<file path="src/core/sld_pkg.sv">
// Constants and types shared by both ends of the serial segment driver link.
// Assumes a 250 MHz system clock at the source end.
package sld_pkg;

  //////////////////////////////////////////////////////////////////////////////
  // Frame format
  localparam int FRAME_CLOCKS = 36;
  localparam int DATA_BITS = 32;
  localparam int SEG_MAX = 33;
  localparam logic START_BIT = 1'b1;
  localparam int FIFO_DEPTH = 16;

  //////////////////////////////////////////////////////////////////////////////
  // Timing
  localparam int CLK_PERIOD_PS = 4000;
  localparam int SHIFT_HALF_NS = 500;
  localparam int SHIFT_HALF_CYC = (SHIFT_HALF_NS * 1000 + CLK_PERIOD_PS - 1) / CLK_PERIOD_PS;
  localparam int BP_FREQ_HZ = 75;
  localparam longint BP_HALF_CYC = 64'd1000000000000 / (CLK_PERIOD_PS * 2 * BP_FREQ_HZ);
  localparam int OSC_DIV_DEF = 64;

  //////////////////////////////////////////////////////////////////////////////
  // Reset values
  localparam logic SHIFT_CLK_RST = 1'b0;
  localparam logic XFER_EN_N_RST = 1'b1;
  localparam logic BP_RST = 1'b0;

  typedef enum logic [1:0] {
    SLD_IDLE,
    SLD_LOW,
    SLD_HIGH,
    SLD_TAIL
  } sld_src_state_t;

endpackage

</file>
<file path="src/core/sld_link_if.sv">
// Link between the serial data source and the segment driver.
// Assumes the bench joins the source modport to the driver modport.
`timescale 1ns/10ps
interface sld_link_if;
  logic shift_clk;
  logic ser_data;
  logic xfer_en_n;
  logic bp_clk;
  logic osc_en;

  modport src
  (
    output shift_clk,
    output ser_data,
    output xfer_en_n,
    output bp_clk,
    output osc_en
  );

  modport drv
  (
    input shift_clk,
    input ser_data,
    input xfer_en_n,
    input bp_clk,
    input osc_en
  );
endinterface

</file>
<file path="src/core/sld_src.sv">
// Data source end: frame FIFO, frame serialiser with derived link clock,
// and external backplane clock generator.
// Assumes clk at 250 MHz with synchronous active-high sys_rst.
`timescale 1ns/10ps

////////////////////////////////////////////////////////////////////////////////
// Frame FIFO
module sld_fifo #(
  parameter int WIDTH = sld_pkg::DATA_BITS,
  parameter int DEPTH = sld_pkg::FIFO_DEPTH
)
(
  input wire logic clk,
  input wire logic sys_rst,
  input wire logic clk_en,
  input wire logic [WIDTH-1:0] in_data,
  input wire logic in_valid,
  output logic in_ready,
  output logic [WIDTH-1:0] out_data,
  output logic out_valid,
  input wire logic out_ready
);

  localparam int AW = (DEPTH > 1) ? $clog2(DEPTH) : 1;
  localparam int CW = $clog2(DEPTH + 1);

  logic [WIDTH-1:0] mem [DEPTH];
  logic [AW-1:0] wr_ptr;
  logic [AW-1:0] rd_ptr;
  logic [CW-1:0] count;

  wire logic push;
  wire logic pop;

  assign in_ready = (count != CW'(DEPTH));
  assign out_valid = (count != '0);
  assign push = clk_en & in_valid & in_ready;
  assign pop = clk_en & out_valid & out_ready;
  assign out_data = mem[rd_ptr];

  always_ff @(posedge clk)
  begin
    if (push)
    begin
      mem[wr_ptr] <= in_data;
    end
  end

  always_ff @(posedge clk)
  begin
    if (sys_rst)
    begin
      wr_ptr <= '0;
      rd_ptr <= '0;
      count <= '0;
    end
    else
    begin
      if (push)
      begin
        wr_ptr <= (wr_ptr == AW'(DEPTH - 1)) ? '0 : wr_ptr + AW'(1);
      end
      if (pop)
      begin
        rd_ptr <= (rd_ptr == AW'(DEPTH - 1)) ? '0 : rd_ptr + AW'(1);
      end
      count <= count + CW'(push) - CW'(pop);
    end
  end

endmodule // sld_fifo

////////////////////////////////////////////////////////////////////////////////
// Source
module sld_src #(
  parameter int NBITS = sld_pkg::DATA_BITS,
  parameter int HALF = sld_pkg::SHIFT_HALF_CYC,
  parameter int BP_HALF = int'(sld_pkg::BP_HALF_CYC)
)
(
  input wire logic clk,
  input wire logic sys_rst,
  input wire logic clk_en,
  input wire logic use_ext_bp,
  input wire logic [NBITS-1:0] in_data,
  input wire logic in_valid,
  output logic in_ready,
  output logic busy,
  sld_link_if.src link
);

  localparam int PW = (HALF > 1) ? $clog2(HALF) : 1;
  localparam int BW = (BP_HALF > 1) ? $clog2(BP_HALF) : 1;
  localparam logic [5:0] LAST_CLK = 6'(sld_pkg::FRAME_CLOCKS - 1);

  sld_pkg::sld_src_state_t state;
  logic [PW-1:0] phase;
  logic [5:0] bit_no;
  logic [NBITS-1:0] frame;
  logic shift_clk;
  logic ser_data;
  logic xfer_en_n;
  logic [BW-1:0] bp_cnt;
  logic bp_clk;

  wire logic [NBITS-1:0] fifo_data;
  wire logic fifo_valid;
  wire logic pop;
  wire logic phase_done;
  wire logic more_data;

  sld_fifo #(.WIDTH(NBITS), .DEPTH(sld_pkg::FIFO_DEPTH)) u_fifo
  (
    .clk(clk),
    .sys_rst(sys_rst),
    .clk_en(clk_en),
    .in_data(in_data),
    .in_valid(in_valid),
    .in_ready(in_ready),
    .out_data(fifo_data),
    .out_valid(fifo_valid),
    .out_ready(pop)
  );

  assign pop = (state == sld_pkg::SLD_IDLE) & fifo_valid;
  assign phase_done = (phase == PW'(HALF - 1));
  assign more_data = (bit_no < 6'(NBITS));
  assign busy = (state != sld_pkg::SLD_IDLE);

  always_ff @(posedge clk)
  begin
    if (sys_rst)
    begin
      phase <= '0;
    end
    else if (clk_en)
    begin
      phase <= (state == sld_pkg::SLD_IDLE || phase_done) ? '0 : phase + PW'(1);
    end
  end

  always_ff @(posedge clk)
  begin
    if (sys_rst)
    begin
      state <= sld_pkg::SLD_IDLE;
      bit_no <= 6'h00;
      frame <= '0;
      shift_clk <= sld_pkg::SHIFT_CLK_RST;
      ser_data <= 1'b0;
      xfer_en_n <= sld_pkg::XFER_EN_N_RST;
    end
    else if (clk_en)
    begin
      unique case (state)
        sld_pkg::SLD_IDLE:
        begin
          if (fifo_valid)
          begin
            frame <= fifo_data;
            bit_no <= 6'h00;
            ser_data <= sld_pkg::START_BIT;
            xfer_en_n <= 1'b0;
            state <= sld_pkg::SLD_LOW;
          end
        end
        sld_pkg::SLD_LOW:
        begin
          if (phase_done)
          begin
            shift_clk <= 1'b1;
            state <= sld_pkg::SLD_HIGH;
          end
        end
        sld_pkg::SLD_HIGH:
        begin
          if (phase_done)
          begin
            shift_clk <= 1'b0;
            if (bit_no == LAST_CLK)
            begin
              state <= sld_pkg::SLD_TAIL;
            end
            else
            begin
              bit_no <= bit_no + 6'h01;
              ser_data <= more_data ? frame[0] : 1'b0;
              frame <= frame >> 1;
              state <= sld_pkg::SLD_LOW;
            end
          end
        end
        sld_pkg::SLD_TAIL:
        begin
          if (phase_done)
          begin
            xfer_en_n <= 1'b1;
            ser_data <= 1'b0;
            state <= sld_pkg::SLD_IDLE;
          end
        end
      endcase
    end
  end

  //////////////////////////////////////////////////////////////////////////////
  // External backplane clock: toggle flip-flop for an exact 50% duty

  always_ff @(posedge clk)
  begin
    if (sys_rst || !use_ext_bp)
    begin
      bp_cnt <= '0;
      bp_clk <= sld_pkg::BP_RST;
    end
    else if (clk_en)
    begin
      if (bp_cnt == BW'(BP_HALF - 1))
      begin
        bp_cnt <= '0;
        bp_clk <= ~bp_clk;
      end
      else
      begin
        bp_cnt <= bp_cnt + BW'(1);
      end
    end
  end

  assign link.shift_clk = shift_clk;
  assign link.ser_data = ser_data;
  assign link.xfer_en_n = xfer_en_n;
  assign link.bp_clk = bp_clk;
  assign link.osc_en = ~use_ext_bp;

endmodule // sld_src

</file>
<file path="src/flat_wrapper.sv">
// flat-port wrapper written by rule: the top's interface ports become plain ports
module sld_src_flat 
#(
  parameter int NBITS = sld_pkg::DATA_BITS,
  parameter int HALF = sld_pkg::SHIFT_HALF_CYC,
  parameter int BP_HALF = int'(sld_pkg::BP_HALF_CYC)
)
  (clk, sys_rst, clk_en, use_ext_bp, in_data, in_valid, in_ready, busy, link_shift_clk, link_ser_data, link_xfer_en_n, link_bp_clk, link_osc_en);
  sld_link_if link_i ();
  input wire logic clk;
  input wire logic sys_rst;
  input wire logic clk_en;
  input wire logic use_ext_bp;
  input wire logic [NBITS-1:0] in_data;
  input wire logic in_valid;
  output logic in_ready;
  output logic busy;
  output wire logic [$bits(link_i.shift_clk)-1:0] link_shift_clk;
  output wire logic [$bits(link_i.ser_data)-1:0] link_ser_data;
  output wire logic [$bits(link_i.xfer_en_n)-1:0] link_xfer_en_n;
  output wire logic [$bits(link_i.bp_clk)-1:0] link_bp_clk;
  output wire logic [$bits(link_i.osc_en)-1:0] link_osc_en;
  assign link_shift_clk = link_i.shift_clk;
  assign link_ser_data = link_i.ser_data;
  assign link_xfer_en_n = link_i.xfer_en_n;
  assign link_bp_clk = link_i.bp_clk;
  assign link_osc_en = link_i.osc_en;
  sld_src #(.NBITS(NBITS), .HALF(HALF), .BP_HALF(BP_HALF)) u_core (.clk(clk), .sys_rst(sys_rst), .clk_en(clk_en), .use_ext_bp(use_ext_bp), .in_data(in_data), .in_valid(in_valid), .in_ready(in_ready), .busy(busy), .link(link_i));
endmodule
</file>
<file path="config.mk">
export PLATFORM = sky130hd
export DESIGN_NAME = sld_src_flat
export DESIGN_NICKNAME = d
export VERILOG_FILES = /design/src/core/sld_pkg.sv /design/src/core/sld_link_if.sv /design/src/core/sld_src.sv /design/src/flat_wrapper.sv
export SDC_FILE = /design/constraint.sdc
export NUM_CORES = 1
export LEC_CHECK = 0
export ABC_AREA = 0
export BUFFER_PORTS_ARGS = -buffer_cell sky130_fd_sc_hd__buf_2
export CORE_AREA = 2 2 232 234
export CTS_BUF_LIST = sky130_fd_sc_hd__clkbuf_2 sky130_fd_sc_hd__clkbuf_4 sky130_fd_sc_hd__clkbuf_8
export CTS_CLUSTER_DIAMETER = 120
export DETAILED_ROUTE_END_ITERATION = 8
export DIE_AREA = 0 0 234 236
export GPL_ROUTABILITY_DRIVEN = 0
export MAX_ROUTING_LAYER = met4
export PLACE_DENSITY_LB_ADDON = 0.05
export SETUP_SLACK_MARGIN = 0.15
export SLEW_MARGIN = 25
export SYNTH_ARGS = -nofsm -noshare
export SYNTH_HDL_FRONTEND = slang
export SYNTH_HIERARCHICAL = 1
export SYNTH_SLANG_ARGS = --single-unit
</file>
<file path="constraint.sdc">
create_clock -name clk -period 4.4 [get_ports clk]
set_clock_uncertainty 0.1 [all_clocks]
set_input_delay 1.1 -clock clk [delete_from_list [all_inputs] [get_ports clk]]
set_output_delay 1.1 -clock clk [all_outputs]
set_load 0.02 [all_outputs]
</file>
Word-level counts from Yosys, hierarchy flattened
Memory sizes are Yosys's and may differ from the RTL's. A register that Yosys moved wholly into a read port is not among the register bits.
Index checks and enable logic that the tools add are counted.
{"block": "word_totals", "out_inout_bits": 7, "word_cells": 90, "input_bits": 37, "ff_bits": 85, "ramBits": 512, "memories": 1}
{"memory": "u_core.u_fifo.mem", "depth": 16, "word_bits": 32, "rd": 1, "rd_clocked_by_memory_dff": 1, "write_ports": 1, "line_no": "sld_src.sv:27", "rtl": "logic [WIDTH-1:0] mem [DEPTH];"}
{"block": "op_classes", "bitwise_logic": 7, "mux": 32, "add_sub_neg": 7, "magnitude_cmp": 1, "n_reduce_logical": 16, "eq_ne": 14}
{"cell": "$mux 32", "count": 3}
{"cell": "$pmux 32 s2", "count": 1}
{"cell": "$add 21x1->21 const B", "count": 1}
{"cell": "$eq 21x21->1 const B", "count": 1}
{"cell": "$mux 21", "count": 1}
{"cell": "$mux 6", "count": 3}
{"cell": "$mux 4", "count": 4}
{"cell": "$pmux 6 s2", "count": 1}
{"cell": "$mux 2", "count": 5}
{"cell": "$reduce_and 5->1", "count": 2}
{"cell": "$mux 1", "count": 9}
{"cell": "$add 4x1->4 const B", "count": 2}
{"cell": "$eq 4x4->1 const B", "count": 2}
{"cell": "$ne 2x1->1 const B", "count": 4}
{"cell": "$pmux 2 s4", "count": 1}
{"cell": "$reduce_and 4->1", "count": 2}
{"cell": "$reduce_bool 2->1", "count": 4}
{"cell": "$add 7x1->7 const B", "count": 1}
{"cell": "$eq 7x7->1 const B", "count": 1}
{"cell": "$mux 7", "count": 1}
{"cell": "$add 6x1->6 const B", "count": 1}
{"cell": "$eq 6x6->1 const B", "count": 1}
{"cell": "$lt 6x6->1 const B", "count": 1}
{"cell": "$reduce_and 6->1", "count": 1}
{"cell": "other kinds (16)", "count": 24}

Longest topological paths before layout
Gate-level depths: netlist of the first run.
{"block": "depth", "ltp_word": 5, "ltp_mapped": 15, "mapped_depth_nobuf": 15}

By module
Netlist of the first run, hierarchy kept.
{"module": "sld_fifo", "seq_area_each_um2": 15715.1, "cells_each": 895, "area_each_um2": 20017.9, "instances": 1}
{"module": "sld_src", "seq_area_each_um2": 1441.4, "cells_each": 388, "area_each_um2": 3495.9, "instances": 1}

Least setup slack after synthesis of the first run
OpenSTA, ideal clock, no wires.
{"block": "synth_path", "kind": "in2reg", "start": "input in_valid", "end": "memory u_core/u_fifo/mem[0][0] (netlist name), enable pin", "setup_ns": 0.461, "setup_slack_ns": 0.178, "stages": 4, "arrival_ns": 3.661, "t_required_ns": 3.839, "path_buffers": 1, "path_cell_list": "and3_1 -> buf_4 -> nand2_1 -> nor3_1"}
{"block": "synth_between", "elab_chain_cells": 4}
{"element": "start: declaration", "line_no": "flat_wrapper.sv:15", "rtl": "input wire logic in_valid;"}
{"element": "$and 1x1->1 (2 in series)", "line_no": "sld_src.sv:37", "rtl": "assign push = clk_en & in_valid & in_ready;"}
{"element": "$mux 1", "line_no": "sld_src.sv:43", "rtl": "if (push)"}
{"element": "$mux 1 (not written as such)", "line_no": "sld_src.sv:45", "rtl": "mem[wr_ptr] <= in_data;"}
{"element": "end: declaration", "line_no": "sld_src.sv:27"}
Every way passes these cells.

Worst setup path in the final report of the first run
{"block": "layout_path", "start": "register u_core.u_fifo.count[2]", "end": "register u_core.u_fifo.count[4]"}
{"block": "layout_between", "elab_chain_cells": 4, "word_cells_on_any_way": 8, "classes_between": "2 x add/sub; 1 x eq/ne; 4 x bitwise; 1 x reduce/logical"}
{"element": "start: declaration", "line_no": "sld_src.sv:30", "rtl": "logic [CW-1:0] count;"}
{"element": "start signal: assignment", "line_no": "sld_src.sv:67", "rtl": "count <= count + CW'(push) - CW'(pop);"}
{"element": "$reduce_bool 5->1", "line_no": "sld_src.sv:36", "rtl": "assign out_valid = (count != '0);"}
{"element": "net u_core.fifo_valid", "line_no": "sld_src.sv:107", "rtl": "wire logic fifo_valid;"}
{"element": "$and 1x1->1", "line_no": "sld_src.sv:125", "rtl": "assign pop = (state == sld_pkg::SLD_IDLE) & fifo_valid;"}
{"element": "net u_core.pop", "line_no": "sld_src.sv:108", "rtl": "wire logic pop;"}
{"element": "$and 1x1->1", "line_no": "sld_src.sv:38", "rtl": "assign pop = clk_en & out_valid & out_ready;"}
{"element": "$sub 5x1->5", "line_no": "sld_src.sv:67"}
The timed path passes the listed nets, and every way through them passes these cells.
A chain may end at the register's enable or synchronous reset.

==> flow_summary.ini, run 1 <==
[worst_setup_path]
r2r_cells = 15
worst_path_max_delay_cell = or4b_1
cp-end-kind = register
cp_common_cell = inv_1
reg2reg_to = u_core/u_fifo/count[4]
cpLargestDelayFamily = simple AND/OR/NAND/NOR gates
reg2reg_from = u_core/u_fifo/count[2]
cp.required_ns = 4.84
crit_path_start_kind = register
max_stage_delay_ns = 0.50
critPathKind = register to register
crit_fanout = 6
path_cells = inv_1 > ha_1 > or4b_1 > and2_1 > nand3_1 > inv_1 > ha_1 > inv_1 > ha_1 > inv_1 > fa_1 > nor2b_1 > o21bai_1 > a21oi_1 > nor3b_1
rrSetupSlack_ns = 1.26
crit_buf_inv = 4
cp.arrival_ns = 3.58

[cells_and_area]
fin_util_pct = 50.7
diodes = 0
nFillCells = 4356
drive_above_1_share_pct = 28.2
areaGrowthSynthToFinish_pct = 14.5
nets = 1454

[yosys]
yosys_warnings = 6
avgSynthCellArea_um2 = 18.3
synth-seq-cells = 601
synth.most_common_cell = edfxtp_1
synthesis.nets = 1342
yosysTopAreaCellShare_pct = 65.4
synthTopCellsByArea = edfxtp_1 65%, mux4_2 12%, dfxtp_1 7.6%
synth-edff-count = 512
synth_area_um2 = 23500
synth_top_area_cell = edfxtp_1
yosysSeqAreaShare_pct = 73.0
synth_common_cells = 512 x edfxtp_1, 128 x mux4_2, 89 x dfxtp_1, 64 x a22oi_1, 58 x nand2_1
synth_ff_type = edfxtp_1
synth-async-reset-ratio_pct = 0
synth.distinct_cells = 57
synthCells = 1283

[clocking]
cts_sinks = 601
cts_resized = 0
cts_buffer_depth = 3
tritoncts = built
h-tree-depth = 3
cts_hold_buf = 0
postCtsSetupRepairBufs = 0
cts-root-buf = clkbuf_8
path_clk_slew_ns = 0.06
insertion_delay_ns = 0.68
cts_made_buffers = 98

[global_route]
grt_max_degree = 43
grt_pass1_vias = 12700
grt_pass1_wl_um = 82000
grt_use_total_pct = 21.0
antenna_found_initial = 1
gr-total-overflow = 0

[outcome]
outcome = finished, final reports clean

[die]
core_um2 = 53100
fp-row-count = 85
die_x_um = 234
io_pins = 44
die-area_um2 = 55200
die_h_um = 236
start_util_pct = 44.3

[worst_hold_path]
min_path_cells = 2
holdPathEnd = u_core/bp_cnt[20]
min_from = u_core/bp_cnt[20]
min_path_type = register to register

[timing]
worst_pin_slew_ns = 1.03
maxSlewHeadroom_pct = 31.3
whs_ns = 0.390
fin_crit_ns = 3.14
slew_viol_final = 0
fmax_mhz = 319
hold_viol_final = 0
worst_slack_ns = 1.26
rsz0062_at_grt = false
finalSetupTns_ns = 0
setup_viol = 0
finalCritPeriodShare_pct = 71.3

[power]
pwr-share-comb_pct = 19.5
intPower_w = 0.0105
p_leak_nw = 8.46
clkPwrFrac_pct = 34.3
pwr-share-seq_pct = 46.1
p_sw_share_pct = 27.0
ir_drop_v = 0.000266
powerDensity_nw_per_um2 = 534
power_switching_w = 0.00389

[flow_run]
cap_viol_max_count = 0

[placement]
place_hpwl_um = 31100
dp_slack_ns = 0.912
port_buffers = 43

[route]
wire_per_inst_um = 24.9
dr.pass1.iters = 5
vias_per_cell = 5.63
vias = 12200
routed_wl_um = 54000
drc = 0
drtIter0Drc = 840
drtAntennaViolNets = 0
-- per-layer routing --
layer | up-vias | global-route usage [%] | wire, um
li1 | 5465 | - | -
met1 | 6404 | 29.0 | 24600
met2 | 303 | 31.9 | 26000
met3 | 66 | 3.66 | 2400
met4 | 0 | 6.39 | 958
met5 | - | - | 0
-- layout by cell type, fill, tap and decap left out, drive strengths merged, types with 33 or more instances in the layout --
master  synthesis  final
dfxtp          89     89
a21oi          50     50
clkbuf         35    150
a211oi         33     33
nand2          58     58
mux2i          33     33
buf            37     84
a22oi          64     64
nor2           45     45
mux4          128    128
edfxtp        512    512
-- per-stage QoR --
stage	cell area, um2	total power [W]	std cells
final	26900	0.0144	2172
after global routing	26900	0.0151	2172
after CTS	26900	0.0146	2172
after detailed placement	24900	0.00962	1991
after global placement	24900	0.00958	1991
after floorplan	23500	0.00878	1283
-- state kept, by name, summed over array words and instances, names as in the netlist, named ones only --
register	count
u_core/frame	32
u_core/state	2
u_core/link.xfer_en_n	1
u_core/link.ser_data	1
u_core/phase	7
u_core/bp_cnt	21
u_core/u_fifo/mem	512
u_core/u_fifo/rd_ptr	4
u_core/link.bp_clk	1
u_core/bit_no	6
u_core/u_fifo/count	5
u_core/u_fifo/wr_ptr	4
u_core/link.shift_clk	1
-- layout make-up --
| cell class | count | area [um2] | share of cell area [%] |
|---|---|---|---|
| clock buffer | 150 | 1810 | 6.74 |
| inverter | 22 | 82.6 | 0.307 |
| tap | 696 | 871 | 3.23 |
| sequential | 601 | 17200 | 63.7 |
| timing repair buffer | 84 | 686 | 2.55 |
| clock inverter | 31 | 214 | 0.795 |
| multi-input combinational | 588 | 6090 | 22.6 |
-- worst reg2reg max path, stage by stage, from the launching register on --
cell	delay (ns)
dfxtp_1	0.31
inv_1	0.08
ha_1	0.18
or4b_1	0.50
and2_1	0.18
nand3_1	0.20
inv_1	0.07
ha_1	0.27
inv_1	0.05
ha_1	0.15
inv_1	0.05
fa_1	0.36
nor2b_1	0.16
o21bai_1	0.10
a21oi_1	0.16
nor3b_1	0.06
-- cells by family after synthesis --
kind of cell / after synthesis / share of synthesized area, %
mux: 161 / 13.7
xor+xnor: 22 / 0.819
compound gates: 191 / 5.44
buf+inv: 94 / 1.74
fa+ha+maj: 22 / 1.20
flops: 601 / 73.0
simple gates: 192 / 4.17
-- worst max path at each step --
stage	cells after the start	startpoint	to
final	15	u_core/u_fifo/count[2]	u_core/u_fifo/count[4]
after detailed placement	13	clk_en	u_core/u_fifo/count[4]
after global routing	15	u_core/u_fifo/count[3]	u_core/u_fifo/count[4]
after floorplan	4	in_valid	u_core/u_fifo/mem[0][0]
after global placement	13	clk_en	u_core/u_fifo/count[4]
after CTS	15	u_core/u_fifo/count[3]	u_core/u_fifo/count[4]
-- power by group through the flow --
stage / Clock [W] / Combinational [W] / Sequential, W
global route: 0.00534 / 0.00309 / 0.00667
CTS: 0.00509 / 0.00286 / 0.00665
global placement: 0 / 0.00283 / 0.00675
finish: 0.00494 / 0.00281 / 0.00664
detailed placement: 0 / 0.00286 / 0.00676
floorplan: 0 / 0.00214 / 0.00664
(Power assumes the default switching activity.)
==> run 2, diff against run 1 <==
ABC_AREA = 1   (was 0)
CORE_AREA = 2 2 245 247   (was 2 2 232 234)
DIE_AREA = 0 0 247 249   (was 0 0 234 236)
clock period = 2.9 ns   (was 4.4 ns; I/O delays follow)
==> run 2 against run 1 <==
Critical path depth is 5 higher. Utilization is 0.070 points lower. Die area is 11% higher. Fmax is 24% higher. Worst setup slack worse by 0.90 ns. Register-to-register slack worse by 0.90 ns. Hold slack worse by 0.092 ns. Wire length is 28% higher. Cell count is 64% higher. Combinational power grew to 2.7 times the previous value. Sequential cell count stayed put. Critical endpoint unchanged.
==> flow_summary.ini, run 2 <==
[outcome]
outcome = finished, final reports clean

[yosys]
synth.distinct_cells = 41
synth.most_common_cell = nand2_1
avgSynthCellArea_um2 = 10.0
yosysSeqAreaShare_pct = 65.4
synth-edff-count = 512
synth-seq-cells = 601
synth_ff_type = edfxtp_1
synthesis.nets = 2676
synth_top_area_cell = edfxtp_1
synth_area_um2 = 26200
yosys_warnings = 6
yosysTopAreaCellShare_pct = 58.6
synthCells = 2617
synthTopCellsByArea = edfxtp_1 59%, nand2_1 12%, nand3_1 6.8%
synth-async-reset-ratio_pct = 0
synth_common_cells = 833 x nand2_1, 512 x edfxtp_1, 357 x nand3_1, 235 x inv_1, 192 x nor2_1

[cells_and_area]
ff_latch_area_um2 = 17200
areaGrowthSynthToFinish_pct = 13.4
drive_above_1_share_pct = 14.5
fin_util_pct = 50.7
most-common-layout-cells = 832 x nand2_1, 512 x edfxtp_1, 356 x nand3_1
top_register = u_core/u_fifo/mem
nets = 2766
reg_top3 = u_core/u_fifo/mem x512, u_core/frame x32, u_core/bp_cnt x21
largest_register_ffs = 512
final_area_um2 = 29700
nFillCells = 5323
multiInputGateArea_um2 = 7560
layout_commonest_cell = nand2_1

[route]
drc = 0
wire_per_inst_um = 19.5
routed_wl_um = 69300
vias = 18100
vias_per_cell = 5.09
dr.pass1.iters = 5
drtAntennaViolNets = 0
drtIter0Drc = 1514

[global_route]
gr-usage-met3_pct = 3.79
gr-total-overflow = 0
grt_pass1_wl_um = 106000
use_met2_pct = 35.8
grt_pass1_vias = 17600
grt_max_degree = 98
grt_use_total_pct = 23.4
gr-usage-met1_pct = 32.0
antenna_found_initial = 2
busiest_layer = met2

[timing]
rsz0062_at_grt = false
fmax_mhz = 394
maxSlewHeadroom_pct = 59.3
hold_viol_final = 0
fin_crit_ns = 2.54
finalCritPeriodShare_pct = 87.4
whs_ns = 0.298
slew_viol_final = 0
worst_pin_slew_ns = 0.610
setup_viol = 0
finalSetupTns_ns = 0

[worst_setup_path]
crit_path_start_kind = register
crit_buf_inv = 7
max_stage_delay_ns = 0.39
crit_fanout = 4
cp.required_ns = 3.42
path_cells = inv_2 > ha_4 > nand2_1 > inv_1 > nand2_1 > inv_2 > nand2_2 > inv_1 > ha_1 > inv_1 > ha_1 > inv_1 > fa_2 > inv_1 > nand2_1 > nand2_1 > a21oi_1 > nand2_1 > nand2_1 > nor2_1
cpLargestDelayFamily = adder cells
cp.arrival_ns = 3.06
startpoint = u_core/state[1]
cp-end-kind = register
reg2reg_from = u_core/state[1]
cp_common_cell = nand2_1
worst_path_max_delay_cell = dfxtp_1
critPathKind = register to register

[die]
core_um2 = 58700
io_pins = 44
fp-row-count = 89
die_h_um = 249
die-area_um2 = 61500
start_util_pct = 44.7
die_x_um = 247

[power]
p_leak_nw = 11.8
powerDensity_nw_per_um2 = 843
ir_drop_v = 0.000590

[clocking]
path_clk_slew_ns = 0.06
tritoncts = built
cts_buffer_depth = 3
cts_sinks = 601
cts-root-buf = clkbuf_8
h-tree-depth = 3
cts_hold_buf = 0
insertion_delay_ns = 0.70
cts_made_buffers = 107

[worst_hold_path]
min_from = sys_rst
min_path_type = input pin to register

[placement]
port_buffers = 43
postPlaceCellArea_um2 = 27700
place_hpwl_um = 40200

[flow_run]
cap_viol_max_count = 0
## run 2: cell count changes after synthesis, moves of 31 or more
cell      delta
nand2_1    +775
nand3_1    +343
inv_1      +214
nor2_1     +147
mux4_2     -128
a22oi_1     -64
or2_2       +51
buf_2       +37
mux2i_1     -33
a211oi_1    -31
## run 2: worst paths after layout
path / endpoint / slack (ns) / cells past startpoint
max: u_core/u_fifo/count[4] / 0.36 / 20
min: u_core/u_fifo/count[1] / 0.30 / 2
max reg2reg: u_core/u_fifo/count[4] / 0.36 / 20
min reg2reg: u_core/frame[1] / 0.36 / 2
## run 2: cell families (layout without fill, tap and decap cells)
logic type               after synthesis  count (layout)  share of synthesized area, %
other                                  0               2                             0
AND/OR/NAND/NOR                     1500            1500                          24.5
flip-flops                           601             601                          65.4
AO/OA/AOI/OAI                        110             110                          2.35
adder cells (fa/ha/maj)               22              22                          1.08
buffers and inverters                373             538                          6.33
XOR/XNOR                              11              11                         0.367
## run 2: cell type report
class                      instances  area share (%)
sequential                       601            57.7
multi-input combinational       1643            25.4
clock buffer                     148            6.09
timing repair buffer             109            3.61
tap                              773            3.25
inverter                         245            3.13
clock inverter                    36           0.732
antenna                            2          0.0168
## run 2: worst register-to-register path, stage by stage (launching register included)
cell,delay (ns)
dfxtp_1,0.39
inv_2,0.09
ha_4,0.18
nand2_1,0.06
inv_1,0.04
nand2_1,0.06
inv_2,0.05
nand2_2,0.08
inv_1,0.06
ha_1,0.27
inv_1,0.06
ha_1,0.16
inv_1,0.06
fa_2,0.34
inv_1,0.06
nand2_1,0.06
nand2_1,0.06
a21oi_1,0.07
nand2_1,0.06
nand2_1,0.04
nor2_1,0.11
## run 2: per-stage QoR
stage	worst slack, ns	power [W]	std cells
final	0.365	0.0251	3557
after floorplan	-0.237	0.0153	2617
after global placement	0.159	0.0176	3370
after global routing	0.166	0.0265	3557
after detailed placement	0.214	0.0176	3370
after CTS	0.194	0.0253	3554
## run 2: what timing repair did
item	4_1_cts	5_1_grt
setup buffers	0	1
gates resized for setup	0	11
endpoints found under the setup margin	0	1
## run 2: per-layer routing
metal / share of wire (%) / wire length [um]
met5: 0 / 0
met4: 2.7 / 1870
met3: 4.8 / 3350
met2: 47 / 32400
met1: 46 / 31600
## run 2: power by group
group / internal [W] / leakage (nW) / total [W] / switching [W]
Clock: 0.00418 / 1.08 / 0.00759 / 0.00341
Combinational: 0.00235 / 5.33 / 0.00749 / 0.00514
Sequential: 0.00976 / 5.34 / 0.00999 / 0.000228
Total: 0.0163 / 11.8 / 0.0251 / 0.00877
